--- src/core/bec_map.vh ---
// Constants for the bus event comparator
`ifndef BEC_MAP_VH
`define BEC_MAP_VH
// ==========================================
// Widths
`define BEC_AW 32
`define BEC_DW 32
`define BEC_SW 16
// ==========================================
// Register offsets (word index; byte address is four times this)
`define BEC_REG_CTRL 4'h0
`define BEC_REG_ADDR_START 4'h1
`define BEC_REG_ADDR_END 4'h2
`define BEC_REG_ADDR_MASK 4'h3
`define BEC_REG_DATA_START 4'h4
`define BEC_REG_DATA_END 4'h5
`define BEC_REG_DATA_MASK 4'h6
`define BEC_REG_SIG_CARE 4'h7
`define BEC_REG_SIG_LEVEL 4'h8
`define BEC_REG_STATUS 4'h9
`define BEC_REG_IRQ_MASK 4'ha
`define BEC_REG_MATCH_COUNT 4'hb
// ==========================================
// Control fields
`define BEC_CTRL_EN 0
`define BEC_CTRL_ADDR_EN 1
`define BEC_CTRL_ADDR_NOT 2
`define BEC_CTRL_ADDR_LEN 3
`define BEC_CTRL_DATA_EN 4
`define BEC_CTRL_DATA_NOT 5
`define BEC_CTRL_SPACE_EN 6
`define BEC_CTRL_SPACE_LO 8
`define BEC_CTRL_SPACE_HI 9
`define BEC_CTRL_RST 32'h0000_0000
`define BEC_AMASK_RST 32'hffff_ffff
`define BEC_DMASK_RST 32'hffff_ffff
// ==========================================
// Status fields
`define BEC_ST_LIVE 0
`define BEC_ST_TRACE 1
// ==========================================
// Address space selections
`define BEC_SPC_USER_DATA 2'h0
`define BEC_SPC_USER_PROG 2'h1
`define BEC_SPC_SUP_DATA 2'h2
`define BEC_SPC_SUP_PROG 2'h3
// Function code values of each space
`define BEC_FC_USER_DATA 3'h1
`define BEC_FC_USER_PROG 3'h2
`define BEC_FC_SUP_DATA 3'h5
`define BEC_FC_SUP_PROG 3'h6
`endif

--- src/core/bec_comparator.v ---
// Bus event comparator: address, data, signal and space qualification
//
// How it works
// - Qualify address of every read or write
// - Start address is region's lowest address
// - Upper bound is end address or length
// - Mask zero ignores bit, one must match
// - Address invert matches outside range only
// - No address condition means always satisfied
// - Data compared against start and end range
// - Data mask ANDed; all ones exact match
// - Data invert matches outside range only
// - No data condition means always satisfied
// - Each signal required low, high or ignored
// - Event needs address, data, signals together
// - Optional restriction to one address space
// - Enabled match signals the trigger logic
// - Same definition evaluates recorded trace entries
// - Bus sampled and evaluated every clock
//
// Design decisions made here: strobed register access and the placing of the registers.
`timescale 1ns/1ps
`default_nettype none
`include "bec_map.vh"

module bec_comparator (
  input wire mclk,
  input wire rst,
  input wire [3:0] reg_addr,
  input wire [31:0] reg_wdata,
  input wire reg_wr,
  input wire reg_rd,
  output reg [31:0] reg_rdata,
  input wire bus_valid,
  input wire [`BEC_AW-1:0] bus_addr,
  input wire [`BEC_DW-1:0] bus_data,
  input wire [`BEC_SW-1:0] bus_sig,
  input wire space_code_bit0,
  input wire space_code_bit1,
  input wire space_code_bit2,
  input wire trc_valid,
  input wire [`BEC_AW-1:0] trc_addr,
  input wire [`BEC_DW-1:0] trc_data,
  input wire [`BEC_SW-1:0] trc_sig,
  input wire [2:0] trc_space,
  output reg trig_event,
  output reg trc_hit,
  output wire irq
);

  // ==========================================
  // Registers
  reg [31:0] ctrl_q;
  reg [`BEC_AW-1:0] astart_q;
  reg [`BEC_AW-1:0] aend_q;
  reg [`BEC_AW-1:0] amask_q;
  reg [`BEC_DW-1:0] dstart_q;
  reg [`BEC_DW-1:0] dend_q;
  reg [`BEC_DW-1:0] dmask_q;
  reg [`BEC_SW-1:0] scare_q;
  reg [`BEC_SW-1:0] slevel_q;
  reg [1:0] status_q;
  reg [1:0] imask_q;
  reg [31:0] count_q;

  wire [`BEC_AW-1:0] ahi;
  wire live_match;
  wire trace_match;
  wire [`BEC_SW-1:0] live_sig_ok;
  wire [`BEC_SW-1:0] trace_sig_ok;
  wire [1:0] status_set;
  wire [1:0] status_clr;
  wire wr_ctrl;
  wire wr_astart;
  wire wr_aend;
  wire wr_amask;
  wire wr_dstart;
  wire wr_dend;
  wire wr_dmask;
  wire wr_scare;
  wire wr_slevel;
  wire wr_status;
  wire wr_imask;
  wire wr_count;

  // ==========================================
  // Register select, shared by every write decode
  function reg_sel;
    input [3:0] a;
    input [3:0] idx;
    begin
      reg_sel = (a == idx);
    end
  endfunction

  // ==========================================
  // Decoded write strobes
  assign wr_ctrl = reg_wr && reg_sel(reg_addr, `BEC_REG_CTRL);
  assign wr_astart = reg_wr && reg_sel(reg_addr, `BEC_REG_ADDR_START);
  assign wr_aend = reg_wr && reg_sel(reg_addr, `BEC_REG_ADDR_END);
  assign wr_amask = reg_wr && reg_sel(reg_addr, `BEC_REG_ADDR_MASK);
  assign wr_dstart = reg_wr && reg_sel(reg_addr, `BEC_REG_DATA_START);
  assign wr_dend = reg_wr && reg_sel(reg_addr, `BEC_REG_DATA_END);
  assign wr_dmask = reg_wr && reg_sel(reg_addr, `BEC_REG_DATA_MASK);
  assign wr_scare = reg_wr && reg_sel(reg_addr, `BEC_REG_SIG_CARE);
  assign wr_slevel = reg_wr && reg_sel(reg_addr, `BEC_REG_SIG_LEVEL);
  assign wr_status = reg_wr && reg_sel(reg_addr, `BEC_REG_STATUS);
  assign wr_imask = reg_wr && reg_sel(reg_addr, `BEC_REG_IRQ_MASK);
  assign wr_count = reg_wr && reg_sel(reg_addr, `BEC_REG_MATCH_COUNT);
  assign status_set = {trace_match, live_match};
  assign status_clr = wr_status ? reg_wdata[1:0] : 2'h0;

  // Upper bound from end address or from length
  assign ahi = ctrl_q[`BEC_CTRL_ADDR_LEN] ? (astart_q + aend_q - 32'h0000_0001)
                                         : aend_q;

  // ==========================================
  // Inclusive masked range test, shared by address and data
  function in_range;
    input [31:0] v;
    input [31:0] lo;
    input [31:0] hi;
    input [31:0] m;
    reg [31:0] vm;
    begin
      vm = v & m;
      in_range = (vm >= (lo & m)) && (vm <= (hi & m));
    end
  endfunction

  // ==========================================
  // Per-pin qualifier: checked pins must sit at their level
  function pin_ok;
    input care;
    input lvl;
    input pin;
    begin
      pin_ok = !care || (pin == lvl);
    end
  endfunction

  genvar gi;
  generate
    for (gi = 0; gi < `BEC_SW; gi = gi + 1) begin : g_pin
      assign live_sig_ok[gi] = pin_ok(scare_q[gi], slevel_q[gi], bus_sig[gi]);
      assign trace_sig_ok[gi] = pin_ok(scare_q[gi], slevel_q[gi], trc_sig[gi]);
    end
  endgenerate

  // ==========================================
  // Function code expected for the selected space
  function [2:0] space_code;
    input [1:0] sel;
    begin
      case (sel)
        `BEC_SPC_USER_DATA: space_code = `BEC_FC_USER_DATA;
        `BEC_SPC_USER_PROG: space_code = `BEC_FC_USER_PROG;
        `BEC_SPC_SUP_DATA: space_code = `BEC_FC_SUP_DATA;
        default: space_code = `BEC_FC_SUP_PROG;
      endcase
    end
  endfunction

  // ==========================================
  // Match function shared by live bus and trace entries
  function event_hit;
    input [31:0] c;
    input [`BEC_AW-1:0] a;
    input [`BEC_DW-1:0] d;
    input [`BEC_SW-1:0] s_ok;
    input [2:0] fc;
    input [`BEC_AW-1:0] a_lo;
    input [`BEC_AW-1:0] a_hi;
    input [`BEC_AW-1:0] a_m;
    input [`BEC_DW-1:0] d_lo;
    input [`BEC_DW-1:0] d_hi;
    input [`BEC_DW-1:0] d_m;
    reg a_ok;
    reg d_ok;
    reg sp_ok;
    begin
      a_ok = c[`BEC_CTRL_ADDR_EN] ? (in_range(a, a_lo, a_hi, a_m) ^ c[`BEC_CTRL_ADDR_NOT])
                                  : 1'b1;
      d_ok = c[`BEC_CTRL_DATA_EN] ? (in_range(d, d_lo, d_hi, d_m) ^ c[`BEC_CTRL_DATA_NOT])
                                  : 1'b1;
      sp_ok = c[`BEC_CTRL_SPACE_EN] ?
              (fc == space_code(c[`BEC_CTRL_SPACE_HI:`BEC_CTRL_SPACE_LO])) : 1'b1;
      event_hit = a_ok && d_ok && (&s_ok) && sp_ok;
    end
  endfunction

  assign live_match = ctrl_q[`BEC_CTRL_EN] && bus_valid &&
    event_hit(ctrl_q, bus_addr, bus_data, live_sig_ok,
              {space_code_bit2, space_code_bit1, space_code_bit0},
              astart_q, ahi, amask_q, dstart_q, dend_q, dmask_q);
  assign trace_match = trc_valid &&
    event_hit(ctrl_q, trc_addr, trc_data, trace_sig_ok, trc_space,
              astart_q, ahi, amask_q, dstart_q, dend_q, dmask_q);

  // ==========================================
  // Event outputs, evaluated each clock
  always @(posedge mclk) begin
    if (rst) begin
      trig_event <= 1'b0;
      trc_hit <= 1'b0;
    end else begin
      trig_event <= live_match;
      trc_hit <= trace_match;
    end
  end

  // ==========================================
  // Configuration registers, one process each
  always @(posedge mclk) begin
    if (rst) begin
      ctrl_q <= `BEC_CTRL_RST;
    end else if (wr_ctrl) begin
      ctrl_q <= reg_wdata;
    end
  end

  always @(posedge mclk) begin
    if (rst) begin
      astart_q <= 32'h0000_0000;
    end else if (wr_astart) begin
      astart_q <= reg_wdata;
    end
  end

  always @(posedge mclk) begin
    if (rst) begin
      aend_q <= 32'h0000_0000;
    end else if (wr_aend) begin
      aend_q <= reg_wdata;
    end
  end

  always @(posedge mclk) begin
    if (rst) begin
      amask_q <= `BEC_AMASK_RST;
    end else if (wr_amask) begin
      amask_q <= reg_wdata;
    end
  end

  always @(posedge mclk) begin
    if (rst) begin
      dstart_q <= 32'h0000_0000;
    end else if (wr_dstart) begin
      dstart_q <= reg_wdata;
    end
  end

  always @(posedge mclk) begin
    if (rst) begin
      dend_q <= 32'h0000_0000;
    end else if (wr_dend) begin
      dend_q <= reg_wdata;
    end
  end

  always @(posedge mclk) begin
    if (rst) begin
      dmask_q <= `BEC_DMASK_RST;
    end else if (wr_dmask) begin
      dmask_q <= reg_wdata;
    end
  end

  always @(posedge mclk) begin
    if (rst) begin
      scare_q <= 16'h0000;
    end else if (wr_scare) begin
      scare_q <= reg_wdata[15:0];
    end
  end

  always @(posedge mclk) begin
    if (rst) begin
      slevel_q <= 16'h0000;
    end else if (wr_slevel) begin
      slevel_q <= reg_wdata[15:0];
    end
  end

  always @(posedge mclk) begin
    if (rst) begin
      imask_q <= 2'h0;
    end else if (wr_imask) begin
      imask_q <= reg_wdata[1:0];
    end
  end

  // ==========================================
  // Sticky status: set wins over write-one-to-clear
  always @(posedge mclk) begin
    if (rst) begin
      status_q <= 2'h0;
    end else begin
      status_q <= (status_q & ~status_clr) | status_set;
    end
  end

  // Live match counter; a software write takes priority
  always @(posedge mclk) begin
    if (rst) begin
      count_q <= 32'h0000_0000;
    end else if (wr_count) begin
      count_q <= reg_wdata;
    end else if (live_match) begin
      count_q <= count_q + 32'h0000_0001;
    end
  end

  // ==========================================
  // Interrupt: any unmasked sticky bit
  assign irq = |(status_q & imask_q);

  // ==========================================
  // Read data, one cycle after strobe
  always @(posedge mclk) begin
    if (rst) begin
      reg_rdata <= 32'h0000_0000;
    end else if (reg_rd) begin
      case (reg_addr)
        `BEC_REG_CTRL: reg_rdata <= ctrl_q;
        `BEC_REG_ADDR_START: reg_rdata <= astart_q;
        `BEC_REG_ADDR_END: reg_rdata <= aend_q;
        `BEC_REG_ADDR_MASK: reg_rdata <= amask_q;
        `BEC_REG_DATA_START: reg_rdata <= dstart_q;
        `BEC_REG_DATA_END: reg_rdata <= dend_q;
        `BEC_REG_DATA_MASK: reg_rdata <= dmask_q;
        `BEC_REG_SIG_CARE: reg_rdata <= {16'h0000, scare_q};
        `BEC_REG_SIG_LEVEL: reg_rdata <= {16'h0000, slevel_q};
        `BEC_REG_STATUS: reg_rdata <= {30'h0000_0000, status_q};
        `BEC_REG_IRQ_MASK: reg_rdata <= {30'h0000_0000, imask_q};
        `BEC_REG_MATCH_COUNT: reg_rdata <= count_q;
        default: reg_rdata <= 32'h0000_0000;
      endcase
    end else begin
      reg_rdata <= 32'h0000_0000;
    end
  end

endmodule // bec_comparator
`default_nettype wire

--- config.mk ---
export PLATFORM = sky130hd
export DESIGN_NAME = bec_comparator
export DESIGN_NICKNAME = d
export VERILOG_FILES = /design/src/core/bec_comparator.v
export VERILOG_INCLUDE_DIRS = /design/src /design/src/core
export SDC_FILE = /design/constraint.sdc
export NUM_CORES = 1
export LEC_CHECK = 0
export ABC_CLOCK_PERIOD_IN_PS = 5200
export BUFFER_PORTS_ARGS = -buffer_cell sky130_fd_sc_hd__buf_2
export CELL_PAD_IN_SITES_DETAIL_PLACEMENT = 1
export CELL_PAD_IN_SITES_GLOBAL_PLACEMENT = 2
export CORE_MARGIN = 1.5
export CORE_UTILIZATION = 32
export CTS_CLUSTER_SIZE = 12
export DETAILED_ROUTE_END_ITERATION = 6
export GPL_TIMING_DRIVEN = 1
export HOLD_SLACK_MARGIN = 0.12
export PLACE_DENSITY = 0.87
export SETUP_SLACK_MARGIN = 0.15
export SKIP_LAST_GASP = 1
export SLEW_MARGIN = 20
export SYNTH_ARGS = -nofsm -noshare
export SYNTH_HDL_FRONTEND = slang
export SYNTH_SLANG_ARGS = --single-unit
--- constraint.sdc ---
create_clock -name mclk -period 5.2 [get_ports mclk]
set_input_delay 1.04 -clock mclk [delete_from_list [all_inputs] [get_ports mclk]]
set_output_delay 1.04 -clock mclk [all_outputs]
set_load 0.03 [all_outputs]
==> flow_summary.ini, run 1 <==
[placed_design]
gp_congestion = 0.915
dpl.hpwl_um = 79400
portBuffers = 242
pre_cts_ws_ps = -599

[critical_path]
cp_slowest_cell = fa_2
crit_path_max_incr_delay_ps = 390
path_class = reg2reg
cp_max_fo = 7
critPathLaunchType = register
cp_data_arrival_time_ps = 6180
critPathCaptureType = register
cp.required_ps = 5610
crit_top_cell = ha_4

[global_routing]
grt-ovfl-total = 0
grt_max_degree = 156
grt_pass1_vias = 25300
met1_usage_pct = 31.4
grt_pass1_wl_um = 151000
use_met2_pct = 46.8
antenna_found_initial = 8
grt-busiest-layer = met2
grt_usage_pct = 26.3
grtUsageMet3_pct = 2.71

[pwr]
leakagePower_nw = 11.6
power_density_nw_per_um2 = 224
ir_worst_vdd_v = 0.000162

[detailed_routing]
firstDrtPassIters = 5
num_vias = 24800
routedWlPerCell_um = 23.0
ant_nets = 0
via_per_inst = 5.62
drt_drc_violations_left = 0
postRouteWirelength_um = 102000
drt_iter0_markers = 1622

[sta]
fin_skew_ps = 23.0
worst_slack_ps = -571
rsz0062_at_grt = yes
slew_headroom_pct = 28.7
drv_slew = 0
fmax_mhz = 173
period_needed_ps = 5770
worst-slew-pin-transition_ps = 1070
hold_viol = 0
finalHoldWorstSlack_ps = 454
setup_violations = 36
fin_crit_sh_pct = 111

[logic_synthesis]
synth_top_area_cell = dfxtp_1
synth_edf_count = 0
synth_seq_cells = 326
syn-instance-count = 3109
synth_ff_type = dfxtp_1
yosysMostFrequentCell = nand2_1
yosysWarningCount = 0
synth_area_per_cell_um2 = 7.57
synth_commonest_cells = nand2_1 (746), dfxtp_1 (326), ha_1 (318), a21oi_1 (294), clkbuf_1 (160)
ys_seq_area_share_pct = 27.7
synth_cell_types = 73
synthArstFlopShare_pct = 0
syn_area_um2 = 23500
synthTopCellsByArea = dfxtp_1 (28%), ha_1 (17%), nand2_1 (12%)
synth_top_cell_area_share_pct = 27.7
syn-num-nets = 3636

[clocking]
cts_made_buffers = 36
root_buffer = clkbuf_16
h-tree-depth = 2
cts_tree = built
clkSinkCount = 326
insertion_delay_ps = 550
path_clk_slew_ps = 60
ctsHoldBuffers = 0
clk_path_buf_depth = 3

[die]
row_count = 99
num_io_pins = 243
die_h_um = 274
die_w_um = 274
core_um2 = 72800
start_util_pct = 32.3
die_area_um2 = 75200

[min_path]
hold_path_class = reg2reg

[status]
violations = negative setup slack
status = finished with violations

[cells_and_area]
syn2layout_area_growth_pct = 22.3
finalNetCount = 3965
finish.utilization_pct = 39.5
drive_above_1_share_pct = 18.2

[flow_run]
maxCapViolCount = 0
critical path: cells and delay by family, from the launching register on:
family / cells / cell delay [ps]
buffers and inverters: 4 / 470
adder cells (fa/ha/maj): 4 / 1040
multiplexers: 2 / 480
AO/OA/AOI/OAI: 10 / 2140
flip-flops: 1 / 330
AND/OR/NAND/NOR: 6 / 1140
placed cells by master, fill, tap and decap left out, drive strengths merged, types with 6 or more instances in the layout:
cell and instances:
a211oi 26, o21a 18, inv 145, nor3 34, a2111oi 7, a221oi 41, and3 31, clkbuf 55
a22oi 80, nor2b 10, nor4bb 6, nand2b 18, xor2 45, nor2 76, a21o 51, nor4b 6
nor4 30, and2 138, a41oi 22, dfxtp 326, nand4 53, ha 318, a311oi 6, nand3 133
o211ai 37, nand2 746, buf 468, a31oi 27, o21ai 74, a21oi 295, xnor2 17, and4 22
mux2i 11, a22o 35
kinds of logic after synthesis:
kind of cell,count (synthesis),share of synthesized area (%)
mux,14,0.718
flops,326,27.7
xor+xnor,62,2.31
simple gates,1313,26.0
fa+ha+maj,319,17.0
compound gates,752,20.9
buf+inv,323,5.37
flip-flops by register name, indices dropped and copies added (netlist names):
name	count
aend_q	32
amask_q	32
astart_q	32
count_q	32
ctrl_q	32
dend_q	32
dmask_q	32
dstart_q	32
reg_rdata	32
scare_q	16
slevel_q	16
imask_q	2
status_q	2
trc_hit	1
trig_event	1
through the flow:
stage / TNS [ps] / std cells / power [mW] / cell area [µm²]
3_3_place_gp: -8680 / 4327 / 3.83 / 26900
6_report: -17460 / 4420 / 6.46 / 28800
3_5_place_dp: -13990 / 4327 / 3.86 / 26900
4_1_cts: -10050 / 4402 / 6.44 / 28300
5_1_grt: -27920 / 4419 / 6.72 / 28800
2_1_floorplan: 0 / 3109 / 3.39 / 23600
area by class of cell:
| type | count | area (µm²) |
|---|---|---|
| inverters | 144 | 542 |
| fillers | 9014 | 44000 |
| flip-flops and latches | 326 | 6530 |
| clock inverters | 6 | 65.1 |
| repair buffers | 470 | 3090 |
| well taps | 959 | 1200 |
| diodes | 2 | 5.00 |
| clock buffers | 53 | 1070 |
| multi-input cells | 2460 | 16300 |
power breakdown:
group          internal (mW)  total, mW  switching (mW)  leakage (nW)
combinational          0.542       1.26           0.715          8.41
clock                   1.47       2.57            1.10         0.554
sequential              2.55       2.63          0.0802          2.64
path summary, 6_finish.rpt:
check,start,end,slack (ps),cells past startpoint
max,aend_q[1]$_SDFFE_PP0P_,count_q[8]$_SDFFE_PP0P_,-570,26
min,ctrl_q[29]$_SDFFE_PP0P_,ctrl_q[29]$_SDFFE_PP0P_,450,2
max reg2reg,aend_q[1]$_SDFFE_PP0P_,count_q[8]$_SDFFE_PP0P_,-570,26
min reg2reg,ctrl_q[29]$_SDFFE_PP0P_,ctrl_q[29]$_SDFFE_PP0P_,450,2
routing by layer:
metal	vias up	routed length [µm]	part of all wire (%)
li1	11700	-	-
met1	12100	40000	39
met2	817	50600	50
met3	238	5530	5.4
met4	2	5460	5.4
met5	-	12	0.012
repair_timing:
action,4_1_cts,5_1_grt
buffers inserted,15,14
gates resized for setup,41,62
gates cloned,1,2
setup endpoints to repair,36,36
pin swaps,31,52
(Power assumes the default switching activity.)
==> run 2, diff against run 1 <==
--- a/config.mk
+++ b/config.mk
@@ -10,7 +10,7 @@
 export BUFFER_PORTS_ARGS = -buffer_cell sky130_fd_sc_hd__buf_2
 export CELL_PAD_IN_SITES_DETAIL_PLACEMENT = 1
 export CELL_PAD_IN_SITES_GLOBAL_PLACEMENT = 2
-export CORE_MARGIN = 1.5
+export CORE_ASPECT_RATIO = 0.7
 export CORE_UTILIZATION = 32
 export CTS_CLUSTER_SIZE = 12
 export DETAILED_ROUTE_END_ITERATION = 6
==> run 2 against run 1 <==
The flow still finishes with violations (negative setup slack). Register-to-register slack worse by 170 ps. Critical path depth did not move. First-iteration DRC count is 23% higher. Cell count about the same. Total power is 6.0% lower. Count of clock-buffer cells in the layout down 16. Sequential power barely moved. Worst hold slack gained 3.1 ps. Wire length up 0.22%. Core utilization hardly changed. Global-route usage fell by 0.12 points. Sequential share of layout area increased by 0.20 points. Largest cell class unchanged. Largest power group unchanged.
==> flow_summary.ini, run 2 (synthesis gave the netlist of run 1 again) <==
[cells_and_area]
final_common_cell = nand2_1
syn2layout_area_growth_pct = 21.2
final_cell_mix = nand2_1 (741), dfxtp_1 (321), ha_1 (312)
drive_above_1_share_pct = 18.1
finalNetCount = 3975
finish.utilization_pct = 39.6
fin_area_um2 = 28500

[sta]
fin_crit_sh_pct = 114
finalHoldWorstSlack_ps = 457
period_needed_ps = 5940
slew_headroom_pct = 28.1
hold_viol = 0
setup_tns_ps = -22430
fmax_mhz = 168
fin_skew_ps = 12.2
setup_violations = 36
rsz0062_at_grt = yes
worst_slack_ps = -745
drv_slew = 0
worst-slew-pin-transition_ps = 1070

[detailed_routing]
num_vias = 24900
firstDrtPassIters = 6
routedWlPerCell_um = 23.0
via_per_inst = 5.64
postRouteWirelength_um = 102000
drt_drc_violations_left = 0
drt_iter0_markers = 1999
ant_nets = 0

[die]
die_area_um2 = 74700
core_um2 = 72100
num_io_pins = 243
start_util_pct = 32.6
row_count = 82
die_h_um = 229
die_w_um = 326

[pwr]
design_power_total_mw = 6.07
power_density_nw_per_um2 = 213
ir_worst_vdd_v = 0.000230
leakagePower_nw = 11.5

[global_routing]
antenna_found_initial = 8
grt_max_degree = 81
grt-ovfl-total = 0
grt_usage_pct = 26.2
grt_pass1_wl_um = 151000
grt_pass1_vias = 25000

[clocking]
clk_path_buf_depth = 3
cts_made_buffers = 31
clkSinkCount = 326
h-tree-depth = 1
cts_tree = built
path_clk_slew_ps = 70
root_buffer = clkbuf_16
insertion_delay_ps = 600

[critical_path]
cp.required_ps = 5680
cp_data_arrival_time_ps = 6420
critPathCaptureType = register
cp_top_family = compound AO/OA/AOI/OAI gates
path_class = reg2reg
cp_slowest_cell = a211o_1
crit_path_max_incr_delay_ps = 440
critPathLaunchType = register
cp_max_fo = 4
crit_buf_inv = 5

[min_path]
hold_path_class = reg2reg

[status]
status = finished with violations
violations = negative setup slack

[placed_design]
place_area_um2 = 27000
gp_congestion = 0.948
dpl.hpwl_um = 79900
portBuffers = 242

[flow_run]
maxCapViolCount = 0
## run 2: tightest hold or removal path: cells and delay by family (launching register included)
kind	cells	cell delay (ps)
AOI/OAI and AO/OA	1	50
and+or+nand+nor	1	50
DFF	1	310
## run 2: layout make-up
class                           count  area, µm²
Antenna cell                        3       7.51
Clock buffer                       37        838
Fill cell                        8895      43600
Inverter                          144        543
Multi-Input combinational cell   2460      16200
Sequential cell                   326       6530
Tap cell                          966       1210
Timing Repair Buffer              485       3160
## run 2: layer usage
metal  vias up  share of wire [%]  global-route usage, %
met1     12200                 44                   35.2
met5         -              0.023                      0
met2       872                 46                   42.8
li1      11700                  -                      -
met3       157                7.6                   5.45
met4         4                2.3                   5.50
## run 2: through the flow
stage,setup WS (ps),std cells
finish,-745,4421
global route,-931,4420
detailed placement,-824,4352
floorplan,118,3109
CTS,-620,4402
global placement,-640,4352
## run 2: final timing paths
path | start | to | slack [ps] | cells after the start
hold / removal | ctrl_q[26]$_SDFFE_PP0P_ | ctrl_q[26]$_SDFFE_PP0P_ | 460 | 2
setup / recovery | astart_q[1]$_SDFFE_PP0P_ | count_q[25]$_SDFFE_PP0P_ | -740 | 26
hold reg to reg | ctrl_q[26]$_SDFFE_PP0P_ | ctrl_q[26]$_SDFFE_PP0P_ | 460 | 2
setup reg to reg | astart_q[1]$_SDFFE_PP0P_ | count_q[25]$_SDFFE_PP0P_ | -740 | 26
## run 2: repair_timing
action                     CTS  global route
pin swaps                   41            40
setup endpoints to repair   36            36
setup buffers               13            15
resized for setup           46            47
hold buffers                 0             0
gates cloned                 0             1
## run 2: report_power, final
group / internal [mW] / leakage [nW] / switching [mW] / total [mW]
registers: 2.55 / 2.64 / 0.0790 / 2.63
clock network: 1.11 / 0.413 / 1.02 / 2.13
logic: 0.556 / 8.43 / 0.755 / 1.31
total: 4.22 / 11.5 / 1.85 / 6.07
==> run 3, diff against run 2 <==
--- a/config.mk
+++ b/config.mk
@@ -11,12 +11,12 @@
 export CELL_PAD_IN_SITES_DETAIL_PLACEMENT = 1
 export CELL_PAD_IN_SITES_GLOBAL_PLACEMENT = 2
 export CORE_ASPECT_RATIO = 0.7
-export CORE_UTILIZATION = 32
+export CORE_UTILIZATION = 30
 export CTS_CLUSTER_SIZE = 12
 export DETAILED_ROUTE_END_ITERATION = 6
 export GPL_TIMING_DRIVEN = 1
 export HOLD_SLACK_MARGIN = 0.12
-export PLACE_DENSITY = 0.87
+export PLACE_DENSITY = 0.83
 export SETUP_SLACK_MARGIN = 0.15
 export SKIP_LAST_GASP = 1
 export SLEW_MARGIN = 20
==> run 3 against run 2 <==
The flow still finishes with violations (negative setup slack). Register-to-register slack worse by 170 ps. Critical path depth increased by 2. Design area barely moved. Combinational power down 3%. Flip-flop and latch count unchanged. Die area up 6.6%. First-iteration DRC count grew 1.9%. Global-route usage is 1.4 points lower. Count of clock-buffer cells in the layout up 8. Clock power is 13% higher. Setup slack got worse by 170 ps. Via count is 1.5% lower. Highest routed layer unchanged.
==> flow_summary.ini, run 3 (synthesis gave the netlist of run 1 again) <==
[status]
status = finished with violations
violations = negative setup slack

[cells_and_area]
finish.utilization_pct = 36.9
drive_above_1_share_pct = 17.2
fin_area_um2 = 28500
final_cell_mix = nand2_1 (743), dfxtp_1 (320), ha_1 (312)
finalNetCount = 3954
layout.cells.non_filler = 4484
syn2layout_area_growth_pct = 21.2
final_common_cell = nand2_1
nFillCells = 9495

[die]
row_count = 85
num_io_pins = 243
start_util_pct = 30.5
die_h_um = 236
die_w_um = 337
core_um2 = 77200
die_area_um2 = 79600

[global_routing]
grtUsageMet3_pct = 4.99
grt-ovfl-total = 0
grt_pass1_vias = 24400
grt_max_degree = 150
grt_pass1_wl_um = 150000
antenna_found_initial = 8
grt_usage_pct = 24.8
met1_usage_pct = 34.4
use_met2_pct = 39.0
grt-busiest-layer = met2

[critical_path]
cp.required_ps = 5650
reg2reg_slack_ps = -920
cp_data_arrival_time_ps = 6570
cp_slowest_cell = a211o_1
cp_max_fo = 5
crit_top_cell = ha_4
r2r-start = aend_q[1]$_SDFFE_PP0P_
critPathLaunchType = register
crit_path_max_incr_delay_ps = 430
crit_start = aend_q[1]$_SDFFE_PP0P_
critPathCaptureType = register
path_class = reg2reg

[clocking]
insertion_delay_ps = 550
path_clk_slew_ps = 70
clkSinkCount = 326
cts_made_buffers = 34
ctsHoldBuffers = 0
h-tree-depth = 2
clk_path_buf_depth = 3
root_buffer = clkbuf_16
cts_tree = built

[placed_design]
portBuffers = 242
pre_cts_ws_ps = -807
dpl.hpwl_um = 79800
place_area_um2 = 26900
gp_congestion = 0.932
dp_cells = 4408

[pwr]
power_density_nw_per_um2 = 221
leakagePower_nw = 11.4
design_power_total_mw = 6.31
ir_worst_vdd_v = 0.000191

[flow_run]
maxCapViolCount = 0

[detailed_routing]
firstDrtPassIters = 7
postRouteWirelength_um = 102000
ant_nets = 0
via_per_inst = 5.47
drt_iter0_markers = 2037
routedWlPerCell_um = 22.7
drt_drc_violations_left = 0
num_vias = 24500

[sta]
period_needed_ps = 6120
slew_headroom_pct = 26.9
finalHoldWorstSlack_ps = 457
fmax_mhz = 163
worst-slew-pin-transition_ps = 1090
setup_violations = 36
worst_slack_ps = -917
fin_crit_sh_pct = 118
drv_slew = 0
fin_skew_ps = 32.7
hold_viol = 0
rsz0062_at_grt = yes
setup_tns_ps = -28560

[min_path]
hp-start = ctrl_q[21]$_SDFFE_PP0P_
hold_path_class = reg2reg
run 3: path summary, 6_finish.rpt:
check,to,depth (start not counted)
worst max-delay path,count_q[8]$_SDFFE_PP0P_,28
worst min-delay path,ctrl_q[21]$_SDFFE_PP0P_,2
worst max register to register,count_q[8]$_SDFFE_PP0P_,28
worst min register to register,ctrl_q[21]$_SDFFE_PP0P_,2
run 3: power breakdown:
part           internal (mW)  total, mW  switching [mW]
clock                   1.33       2.41            1.08
sequential              2.55       2.63          0.0778
combinational          0.534       1.27           0.737
run 3: worst max-delay path: cells and delay by family, from the launching register on:
| kind | cells | cell delay, ps |
|---|---|---|
| AND/OR/NAND/NOR | 6 | 1080 |
| multiplexers | 2 | 690 |
| AO/OA/AOI/OAI | 10 | 2350 |
| flip-flops | 1 | 330 |
| adder cells (fa/ha/maj) | 4 | 830 |
| buffers and inverters | 6 | 720 |
run 3: routing by layer:
layer	vias up	routed length, µm
li1	11700	-
met1	11900	46500
met2	811	45100
met3	156	7560
met4	8	2400
met5	-	57
run 3: cell type report:
cell class                      count  area [µm²]  share of cell area (%)
Clock buffer                       45         996                    3.49
Antenna cell                        3        7.51                  0.0263
Multi-Input combinational cell   2460       16100                    56.6
Sequential cell                   326        6530                    22.9
Tap cell                         1044        1310                    4.58
Inverter                          144         541                    1.89
Clock inverter                      1        11.3                  0.0395
Timing Repair Buffer              461        2990                    10.5
run 3: timing repair:
item	in CTS	in global routing
gates resized for setup	47	21
hold endpoints to repair	0	0
pin swaps	43	24
setup endpoints to repair	36	36
gates cloned	2	0
buffers inserted	21	4
